==> config.mk <==
export PLATFORM = sky130hd
export DESIGN_NAME = ssc_config_bank
export DESIGN_NICKNAME = d
export VERILOG_FILES = /design/src/rtl/ssc_pkg.sv /design/src/rtl/ssc_config_bank.sv
export SDC_FILE = /design/constraint.sdc
export NUM_CORES = 1
export LEC_CHECK = 0
export ABC_AREA = 0
export ABC_CLOCK_PERIOD_IN_PS = 2000
export BUFFER_PORTS_ARGS = -buffer_cell sky130_fd_sc_hd__buf_2
export CORE_MARGIN = 1.5
export CORE_UTILIZATION = 40
export DETAILED_ROUTE_END_ITERATION = 8
export PLACE_DENSITY = 0.57
export SYNTH_ARGS = -nofsm -noshare
export SYNTH_HDL_FRONTEND = slang
export SYNTH_SLANG_ARGS = --single-unit
==> constraint.sdc <==
create_clock -name clk -period 2 [get_ports clk]
set_input_delay 0.2 -clock clk [delete_from_list [all_inputs] [get_ports clk]]
set_output_delay 0.2 -clock clk [all_outputs]
set_load 0.1 [all_outputs]
==> src/rtl/ssc_pkg.sv <==
package ssc_pkg;

    // ----------------------------------------------------------------
    // word framing
    // ----------------------------------------------------------------
    localparam int WORD_W = 24;

    // trailing address codes
    localparam logic [1:0] ADDR_DIV_RF = 2'h0;
    localparam logic [1:0] ADDR_GEN = 2'h1;
    localparam logic [1:0] ADDR_PUMP = 2'h2;
    localparam logic [2:0] ADDR_BW = 3'h3;
    localparam logic [3:0] ADDR_IFDIV = 4'h7;
    localparam logic [4:0] ADDR_IFREF = 5'hF;
    localparam logic [5:0] ADDR_TEST = 6'h1F;

    // ----------------------------------------------------------------
    // field positions
    // ----------------------------------------------------------------
    localparam int POS_PRESET_SEL = 23;
    localparam int POS_PRESET_IFPLL_FREQ_SEL = 23;
    localparam int POS_REF_SEL = 21;
    localparam int POS_SPUR = 12;
    localparam int POS_OBUF = 5;
    localparam int POS_RF_ON = 3;
    localparam int POS_IF_ON = 2;
    localparam int POS_PUMP = 23;
    localparam int POS_BW_HOLD = 23;
    localparam int POS_BW_WIN = 21;
    localparam int POS_BW_ON = 19;
    localparam int POS_OSC_CUR = 4;
    localparam int POS_SWALLOW = 16;
    localparam int POS_MAIN = 12;
    localparam int POS_REFDIV = 13;
    localparam int POS_TEST_DATA = 23;

    // ----------------------------------------------------------------
    // encodings and reset values
    // ----------------------------------------------------------------
    localparam logic [1:0] IFSEL_170M76 = 2'h0;
    localparam logic [1:0] IFSEL_367M20 = 2'h1;
    localparam logic [1:0] IFSEL_440M76 = 2'h2;
    localparam logic [1:0] PUMP_100UA = 2'h0;
    localparam logic [1:0] PUMP_800UA = 2'h3;
    localparam logic [3:0] SWALLOW_RST = 4'h0;
    localparam logic [8:0] MAIN_RST = 9'h001;
    localparam logic [8:0] MAIN_MIN = 9'h001;
    localparam logic [8:0] REFDIV_RST = 9'h002;
    localparam logic [8:0] REFDIV_MIN = 9'h002;

    typedef enum logic [1:0] {
        SSC_SPUR_OFF = 2'b00,
        SSC_SPUR_UNUSED = 2'b01,
        SSC_SPUR_TRACK = 2'b10,
        SSC_SPUR_ONCE = 2'b11
    } ssc_spur_t;

    typedef struct packed {
        logic [1:0] preset_ifpll_freq_sel;
        logic ref_clock_freq_sel;
        ssc_spur_t spur_scheme;
        logic [1:0] out_buffer_power;
        logic rf_synth_on;
        logic ifpll_on;
        logic [1:0] ifpll_pump_current;
        logic [1:0] loop_bw_hold_time;
        logic [1:0] loop_bw_phase_window;
        logic loop_bw_assist_on;
        logic [1:0] osc_core_current;
    } ssc_cfg_t;

    typedef struct packed {
        logic [3:0] swallow;
        logic [8:0] main_cnt;
        logic [8:0] ref_cnt;
    } ssc_div_t;

endpackage : ssc_pkg

==> src/rtl/ssc_config_bank.sv <==
module ssc_config_bank
    import ssc_pkg::*;
(
    input wire logic clk, // 20 MHz system clock
    input wire logic rstn, // async reset, active low
    input wire logic ser_clk, // serial clock pin
    input wire logic ser_data, // serial data pin
    input wire logic word_strobe, // latch strobe pin
    input wire logic use_preset_divisors, // preset flag from divider word
    output ssc_cfg_t cfg, // decoded configuration fields
    output ssc_div_t ifpll_div, // if divider values in effect
    output logic [WORD_W-1:0] test_word, // accepted test word
    output logic rf_synth_on, // rf synthesizer power
    output logic ifpll_on, // if loop power
    output logic bw_assist_active, // bandwidth assist applied
    output logic [12:0] ifpll_feedback_ratio // 16*main+swallow
);

    // ----------------------------------------------------------------
    // state
    // ----------------------------------------------------------------
    typedef struct packed {
        logic [2:0] sck_sync;
        logic [2:0] stb_sync;
        logic [1:0] dat_sync;
        logic [WORD_W-1:0] shift;
        ssc_cfg_t cfg;
        ssc_div_t user_div;
        ssc_div_t div;
        logic [WORD_W-1:0] test;
        logic [12:0] ratio;
    } ssc_state_t;

    ssc_state_t st_ff;
    ssc_state_t nxt_st;

    localparam ssc_cfg_t CFG_RST = '{
        preset_ifpll_freq_sel: IFSEL_170M76,
        ref_clock_freq_sel: 1'b0,
        spur_scheme: SSC_SPUR_TRACK,
        out_buffer_power: 2'h0,
        rf_synth_on: 1'b0,
        ifpll_on: 1'b0,
        ifpll_pump_current: PUMP_100UA,
        loop_bw_hold_time: 2'h0,
        loop_bw_phase_window: 2'h0,
        loop_bw_assist_on: 1'b1,
        osc_core_current: 2'h3
    };
    localparam ssc_div_t DIV_RST = '{
        swallow: SWALLOW_RST,
        main_cnt: MAIN_RST,
        ref_cnt: REFDIV_RST
    };

    logic sck_rise;
    logic stb_rise;
    logic [WORD_W-1:0] w;
    logic [3:0] sw_f;
    logic [8:0] mn_f;
    logic [8:0] rf_f;
    ssc_div_t eff;

    // ----------------------------------------------------------------
    // next state
    // ----------------------------------------------------------------
    always_comb begin
        nxt_st = st_ff;
        // pin inputs pass two flops; edges seen between the second and third stage (bits 1 and 2)
        nxt_st.sck_sync = {st_ff.sck_sync[1:0], ser_clk};
        nxt_st.stb_sync = {st_ff.stb_sync[1:0], word_strobe};
        nxt_st.dat_sync = {st_ff.dat_sync[0], ser_data};
        sck_rise = st_ff.sck_sync[1] & ~st_ff.sck_sync[2];
        stb_rise = st_ff.stb_sync[1] & ~st_ff.stb_sync[2];
        w = st_ff.shift;
        sw_f = w[POS_SWALLOW -: 4];
        mn_f = w[POS_MAIN -: 9];
        rf_f = w[POS_REFDIV -: 9];

        if (sck_rise) begin
            nxt_st.shift = {st_ff.shift[WORD_W-2:0], st_ff.dat_sync[1]};
        end

        if (stb_rise) begin
            if (w[5:0] == ADDR_TEST) begin
                nxt_st.test = w;
            end else if (w[4:0] == ADDR_IFREF) begin
                // out of range count keeps the previous value
                if (rf_f >= REFDIV_MIN) begin
                    nxt_st.user_div.ref_cnt = rf_f;
                end
            end else if (w[3:0] == ADDR_IFDIV) begin
                if (mn_f >= MAIN_MIN) begin
                    nxt_st.user_div.swallow = sw_f;
                    nxt_st.user_div.main_cnt = mn_f;
                end
            end else if (w[2:0] == ADDR_BW) begin
                nxt_st.cfg.loop_bw_hold_time = w[POS_BW_HOLD -: 2];
                nxt_st.cfg.loop_bw_phase_window = w[POS_BW_WIN -: 2];
                nxt_st.cfg.loop_bw_assist_on = w[POS_BW_ON];
                nxt_st.cfg.osc_core_current = w[POS_OSC_CUR -: 2];
            end else begin
                case (w[1:0])
                    ADDR_GEN: begin
                        nxt_st.cfg.preset_ifpll_freq_sel =
                            w[POS_PRESET_IFPLL_FREQ_SEL -: 2];
                        nxt_st.cfg.ref_clock_freq_sel = w[POS_REF_SEL];
                        nxt_st.cfg.spur_scheme =
                            ssc_spur_t'(w[POS_SPUR -: 2]);
                        nxt_st.cfg.out_buffer_power = w[POS_OBUF -: 2];
                        nxt_st.cfg.rf_synth_on = w[POS_RF_ON];
                        nxt_st.cfg.ifpll_on = w[POS_IF_ON];
                    end
                    ADDR_PUMP: begin
                        nxt_st.cfg.ifpll_pump_current = w[POS_PUMP -: 2];
                    end
                    default: begin
                    end
                endcase
            end
        end

        // preset flag selects built-in divisors over host values
        eff = use_preset_divisors ? DIV_RST : st_ff.user_div;
        nxt_st.div = eff;
        if (use_preset_divisors) begin
            nxt_st.test = 24'h000000;
        end
        nxt_st.ratio = {eff.main_cnt, 4'h0} + {9'h000, eff.swallow};
    end

    // ----------------------------------------------------------------
    // registers
    // ----------------------------------------------------------------
    always_ff @(posedge clk or negedge rstn) begin
        if (!rstn) begin
            st_ff <= '{
                sck_sync: 3'h0, stb_sync: 3'h0, dat_sync: 2'h0,
                shift: 24'h000000, cfg: CFG_RST, user_div: DIV_RST,
                div: DIV_RST, test: 24'h000000,
                ratio: 13'h0010
            };
        end else begin
            st_ff <= nxt_st;
        end
    end

    assign cfg = st_ff.cfg;
    assign ifpll_div = st_ff.div;
    assign test_word = st_ff.test;
    assign rf_synth_on = st_ff.cfg.rf_synth_on;
    assign ifpll_on = st_ff.cfg.ifpll_on;
    assign bw_assist_active = st_ff.cfg.loop_bw_assist_on;
    assign ifpll_feedback_ratio = st_ff.ratio;

    // ----------------------------------------------------------------
    // checks: serial framing
    // ----------------------------------------------------------------
    a_shift_in: assert property (
        @(posedge clk) disable iff (!rstn)
        sck_rise |=> st_ff.shift ==
        {$past(st_ff.shift[WORD_W-2:0]), $past(st_ff.dat_sync[1])})
        else $error("serial bit not shifted in");

    a_shift_hold: assert property (
        @(posedge clk) disable iff (!rstn)
        !sck_rise
        |=> $stable(st_ff.shift))
        else $error("shift register moved without clock edge");

    a_no_strobe: assert property (
        @(posedge clk) disable iff (!rstn)
        !stb_rise
        |=> $stable(cfg))
        else $error("config changed without strobe");

    // ----------------------------------------------------------------
    // checks: word decode
    // ----------------------------------------------------------------
    a_gen_load: assert property (
        @(posedge clk) disable iff (!rstn)
        stb_rise && w[1:0] == ADDR_GEN
        |=> rf_synth_on == $past(w[3]) && ifpll_on == $past(w[2]))
        else $error("enable bits not loaded");

    a_if_preset: assert property (
        @(posedge clk) disable iff (!rstn)
        stb_rise && w[1:0] == ADDR_GEN
        |=> cfg.preset_ifpll_freq_sel == $past(w[23:22]))
        else $error("preset select not loaded");

    a_spur_load: assert property (
        @(posedge clk) disable iff (!rstn)
        stb_rise && w[1:0] == ADDR_GEN
        |=> cfg.spur_scheme == $past(w[12:11]))
        else $error("spur scheme not loaded");

    a_obuf_load: assert property (
        @(posedge clk) disable iff (!rstn)
        stb_rise && w[1:0] == ADDR_GEN
        |=> cfg.out_buffer_power == $past(w[5:4]))
        else $error("output power not loaded");

    a_ref_select: assert property (
        @(posedge clk) disable iff (!rstn)
        stb_rise && w[1:0] == ADDR_GEN
        |=> cfg.ref_clock_freq_sel == $past(w[21]))
        else $error("reference select not loaded");

    a_gen_keep: assert property (
        @(posedge clk) disable iff (!rstn)
        stb_rise && w[1:0] != ADDR_GEN
        |=> $stable({cfg.preset_ifpll_freq_sel, cfg.ref_clock_freq_sel,
        cfg.spur_scheme, cfg.out_buffer_power, rf_synth_on, ifpll_on}))
        else $error("general fields changed by another word");

    a_pump_load: assert property (
        @(posedge clk) disable iff (!rstn)
        stb_rise && w[1:0] == ADDR_PUMP
        |=> cfg.ifpll_pump_current == $past(w[23:22]))
        else $error("pump current not loaded");

    a_pump_keep: assert property (
        @(posedge clk) disable iff (!rstn)
        stb_rise && w[1:0] != ADDR_PUMP
        |=> $stable(cfg.ifpll_pump_current))
        else $error("pump current changed by another word");

    a_bw_load: assert property (
        @(posedge clk) disable iff (!rstn)
        stb_rise && w[2:0] == ADDR_BW
        |=> bw_assist_active == $past(w[19]))
        else $error("bandwidth enable not loaded");

    a_bw_hold: assert property (
        @(posedge clk) disable iff (!rstn)
        stb_rise && w[2:0] == ADDR_BW
        |=> cfg.loop_bw_hold_time == $past(w[23:22]))
        else $error("hold time not loaded");

    a_bw_window: assert property (
        @(posedge clk) disable iff (!rstn)
        stb_rise && w[2:0] == ADDR_BW
        |=> cfg.loop_bw_phase_window == $past(w[21:20]))
        else $error("phase window not loaded");

    a_osc_current: assert property (
        @(posedge clk) disable iff (!rstn)
        stb_rise && w[2:0] == ADDR_BW
        |=> cfg.osc_core_current == $past(w[4:3]))
        else $error("oscillator current not loaded");

    a_bw_keep: assert property (
        @(posedge clk) disable iff (!rstn)
        stb_rise && w[2:0] != ADDR_BW
        |=> $stable({cfg.loop_bw_hold_time, cfg.loop_bw_phase_window,
        bw_assist_active, cfg.osc_core_current}))
        else $error("bandwidth fields changed by another word");

    a_test_load: assert property (
        @(posedge clk) disable iff (!rstn)
        stb_rise && w[5:0] == ADDR_TEST && !use_preset_divisors
        |=> test_word == $past(w))
        else $error("test word not loaded");

    a_test_keep: assert property (
        @(posedge clk) disable iff (!rstn)
        !stb_rise && !use_preset_divisors
        |=> $stable(test_word))
        else $error("test word changed without strobe");

    // ----------------------------------------------------------------
    // checks: divider values
    // ----------------------------------------------------------------
    a_div_load: assert property (
        @(posedge clk) disable iff (!rstn)
        stb_rise && w[3:0] == ADDR_IFDIV && w[12:4] != 9'h000
        |=> st_ff.user_div.swallow == $past(w[16:13])
        && st_ff.user_div.main_cnt == $past(w[12:4]))
        else $error("divider counts not loaded");

    a_div_zero: assert property (
        @(posedge clk) disable iff (!rstn)
        stb_rise && w[3:0] == ADDR_IFDIV && w[12:4] == 9'h000
        |=> $stable(st_ff.user_div))
        else $error("zero main count accepted");

    a_ref_load: assert property (
        @(posedge clk) disable iff (!rstn)
        stb_rise && w[4:0] == ADDR_IFREF && w[13:5] >= REFDIV_MIN
        |=> st_ff.user_div.ref_cnt == $past(w[13:5]))
        else $error("reference count not loaded");

    a_ref_low: assert property (
        @(posedge clk) disable iff (!rstn)
        stb_rise && w[4:0] == ADDR_IFREF && w[13:5] < REFDIV_MIN
        |=> $stable(st_ff.user_div))
        else $error("low reference count accepted");

    a_preset_div: assert property (
        @(posedge clk) disable iff (!rstn)
        use_preset_divisors [*2]
        |-> ifpll_div == DIV_RST)
        else $error("preset divisors not applied");

    a_test_block: assert property (
        @(posedge clk) disable iff (!rstn)
        use_preset_divisors
        |=> test_word == 24'h000000)
        else $error("test word active with preset flag");

    a_user_div: assert property (
        @(posedge clk) disable iff (!rstn)
        !use_preset_divisors
        |=> ifpll_div == $past(st_ff.user_div))
        else $error("host divisors not applied");

    a_main_range: assert property (
        @(posedge clk) disable iff (!rstn)
        ifpll_div.main_cnt >= MAIN_MIN)
        else $error("main count out of range");

    a_ref_range: assert property (
        @(posedge clk) disable iff (!rstn)
        ifpll_div.ref_cnt >= REFDIV_MIN)
        else $error("reference count out of range");

    a_ratio_calc: assert property (
        @(posedge clk) disable iff (!rstn)
        ifpll_feedback_ratio ==
        13'(16 * ifpll_div.main_cnt) + 13'(ifpll_div.swallow))
        else $error("feedback ratio wrong");

endmodule : ssc_config_bank

==> results.txt <==
fmax: 553 MHz
clk_skew: 10.0 ps
drt drc: 0
top cells by count, synth: 110 x dfrtp_1, 77 x buf_4, 40 x mux2_2, 40 x nand2_1, 21 x nor2b_1
Area after DPL: 0.00496 mm^2
gr usage total: 14.6%
CP arrival: 2100 ps
largest net degree at the start of global routing: 50
switch share: 33.4%
internal power: 5.21 mW
post-synth top area share: 56.4%
EDFF count, synth: 0
Ports: 86
Hold Fails Final Rpt: 0
Avg Vias per Cell: 4.75
slowest stage delay, CP: 430 ps
P&R area growth vs syn: 15.1%
Clk Latency, worst-skew pair: 410 ps
fin crit share: 90.5%
Non-Filler Instances: 569
max cap viols: 0
routed len/inst: 14.7 um
Peak VDD IR: 1.12 mV
initial antenna violation count: 0
Total Nets Final: 415
root buf cell: clkbuf_16
ranking of synthesized cells by area: dfrtp_1 56%, buf_4 12%, mux2_2 9.2%, dfstp_2 4.3%, mux2_1 3.2%
Max H-tree Level: 4
post-synthesis sequential area ratio: 60.7%
vias in the first global route: 2728
row count: 40
Slew Limit Fails: 0
crit start category: register
Synth Warn #: 0
remaining global-route overflow: 0
Die Y-Extent: 113 um
Leak: 2.91 nW
Syn Std Cell Area: 0.00488 mm^2
Fin Setup TNS: 0 ps
layout cells sized above 1: 43.6%
Seq cells post-synth: 118
Worst-Margin Slew: 796 ps
CP Capture Type: register
GP Congestion: 0.725
ys async rst share: 100%
crit path cell chain: nor4_1 > nand2_1 > o21ai_2 > mux2_1
vias after detailed routing: 2704
Cell Pwr Density: 1390 mW/mm^2
count of final setup violators: 0
DP HPWL: 5480 um
Worst-path clk slew: 50 ps
Register-to-Register Setup Slack: 190 ps
dpl cells: 533
status: finished clean
core region area: 0.0120 mm^2
Setup Crit Path Kind: reg2reg
total power: 7.82 mW
Net Sw Power: 2.61 mW
largest area contributor in the netlist: dfrtp_1
Required @ worst endpoint: 2290 ps
syn_nets: 386
Slew HR: 47.0%
drt total wl: 8370 um
Port Buf Inserts: 85
Clk network pwr share: 40.3%
Die Area: 0.0129 mm^2
Comb pwr share: 21.6%
syn avg cell area: 12.8 um^2
Post-Route Utilization: 46.9%
Main synth FF type: dfrtp_1
CTS buffer count: 17
CTS Sinks: 118
Final ANT Viol Nets: 0
RSZ-0062 raised after global routing: no
Initial DRC Count: 111
CTS resizes: 0
initial core utilization: 40.8%
Max Buffers Root-to-Sink: 2
Post-Syn Instances: 380
Reg power frac: 38.1%
die width: 113 um
CP max stage cell: dfrtp_1
first-pass GRT wire length: 14300 um
top-count cell post-synth: dfrtp_1
diode count: 0
Final Cell Area: 0.00561 mm^2
first-pass detailed-route iteration total: 4
worst hold path type: in2async
Min Clock Period, post-route: 1810 ps
Crit Path Max Fanout: 9
number of library cell types mapped by synthesis: 29
CTS tree: yes
==> final timing paths <==
kind,startpoint,endpoint,depth (start not counted)
min reg2reg,nxt_st[126],nxt_st[127],0
max in group asynchronous,rstn,bw_assist_active,3
max reg2reg,w[6],st_ff[62],4
max,w[6],st_ff[62],4
min in group clk,nxt_st[126],nxt_st[127],0
min,rstn,rf_synth_on,2
==> flip-flops by register name, indices dropped and copies added, names as in the netlist <==
| name | flops |
|---|---|
| rf_synth_on | 1 |
| ifpll_on | 1 |
| ifpll_feedback_ratio | 12 |
| test_word | 24 |
| st_ff | 25 |
| w | 24 |
| ifpll_div | 10 |
| nxt_st | 5 |
| cfg | 15 |
| bw_assist_active | 1 |
==> power groups by stage <==
stage	clock, mW	sequential [mW]	combinational, mW
2_1_floorplan	0	3.08	1.42
3_3_place_gp	0	3.01	1.69
3_5_place_dp	0	3.03	1.70
4_1_cts	3.23	2.99	1.71
5_1_grt	3.33	3.03	1.77
6_report	3.15	2.98	1.69
==> critical path, delay by kind of cell (launching register included) <==
kind / cells / cell delay [ps]
muxes: 1 / 370
and+or+nand+nor: 2 / 450
DFF: 1 / 430
AOI/OAI and AO/OA: 1 / 430
==> logic make-up after synthesis <==
logic type      share of synthesized area, %
flops                                   60.7
buf+inv                                 13.5
simple gates                            9.18
mux                                     12.5
compound gates                          4.10
==> cell type report <==
type	count	area [um^2]
Clock buffer	22	464
Clock inverter	10	154
Fill cell	1059	6350
Inverter	2	7.51
Multi-Input combinational cell	169	1270
Sequential cell	118	2960
Tap cell	147	184
Timing Repair Buffer	101	571
==> cell usage in the layout (no fill, tap or decap), types with 2 or more instances in the layout <==
master | netlist | routed
clkinv_2 | 0 | 5
buf_4 | 77 | 12
clkbuf_8 | 0 | 2
a21oi_1 | 18 | 18
clkbuf_1 | 7 | 3
dlygate4sd3_1 | 0 | 4
bufinv_16 | 0 | 4
dfrtp_1 | 110 | 110
nand2_1 | 40 | 40
dfstp_2 | 8 | 8
mux2_1 | 14 | 14
nor3_4 | 1 | 2
buf_2 | 4 | 84
mux2_2 | 40 | 40
o21ai_0 | 2 | 2
a22o_1 | 8 | 8
or2_2 | 2 | 2
clkbuf_16 | 0 | 17
nor2b_1 | 21 | 20
nor2_1 | 11 | 11
==> what timing repair did <==
item | CTS | global route
buffers inserted | 0 | 0
endpoints found under the hold margin | 28 | 0
hold buffers | 4 | 0
endpoints found under the setup margin | 0 | 0
==> per-stage QoR <==
step	hold slack (ps)	setup slack (ps)
after global routing	317	24.8
after CTS	267	178
after floorplan	-95.6	331
after detailed placement	170	204
after global placement	166	247
final	265	190
==> per-layer routing <==
layer  global-route usage, %  vias up  share of wire [%]
met5                       0        -                  0
li1                        -     1246                  -
met2                    21.1       73                 46
met4                    6.50        0                1.7
met3                    5.90       13                5.6
met1                    19.6     1372                 47
(Power assumes the default switching activity.)
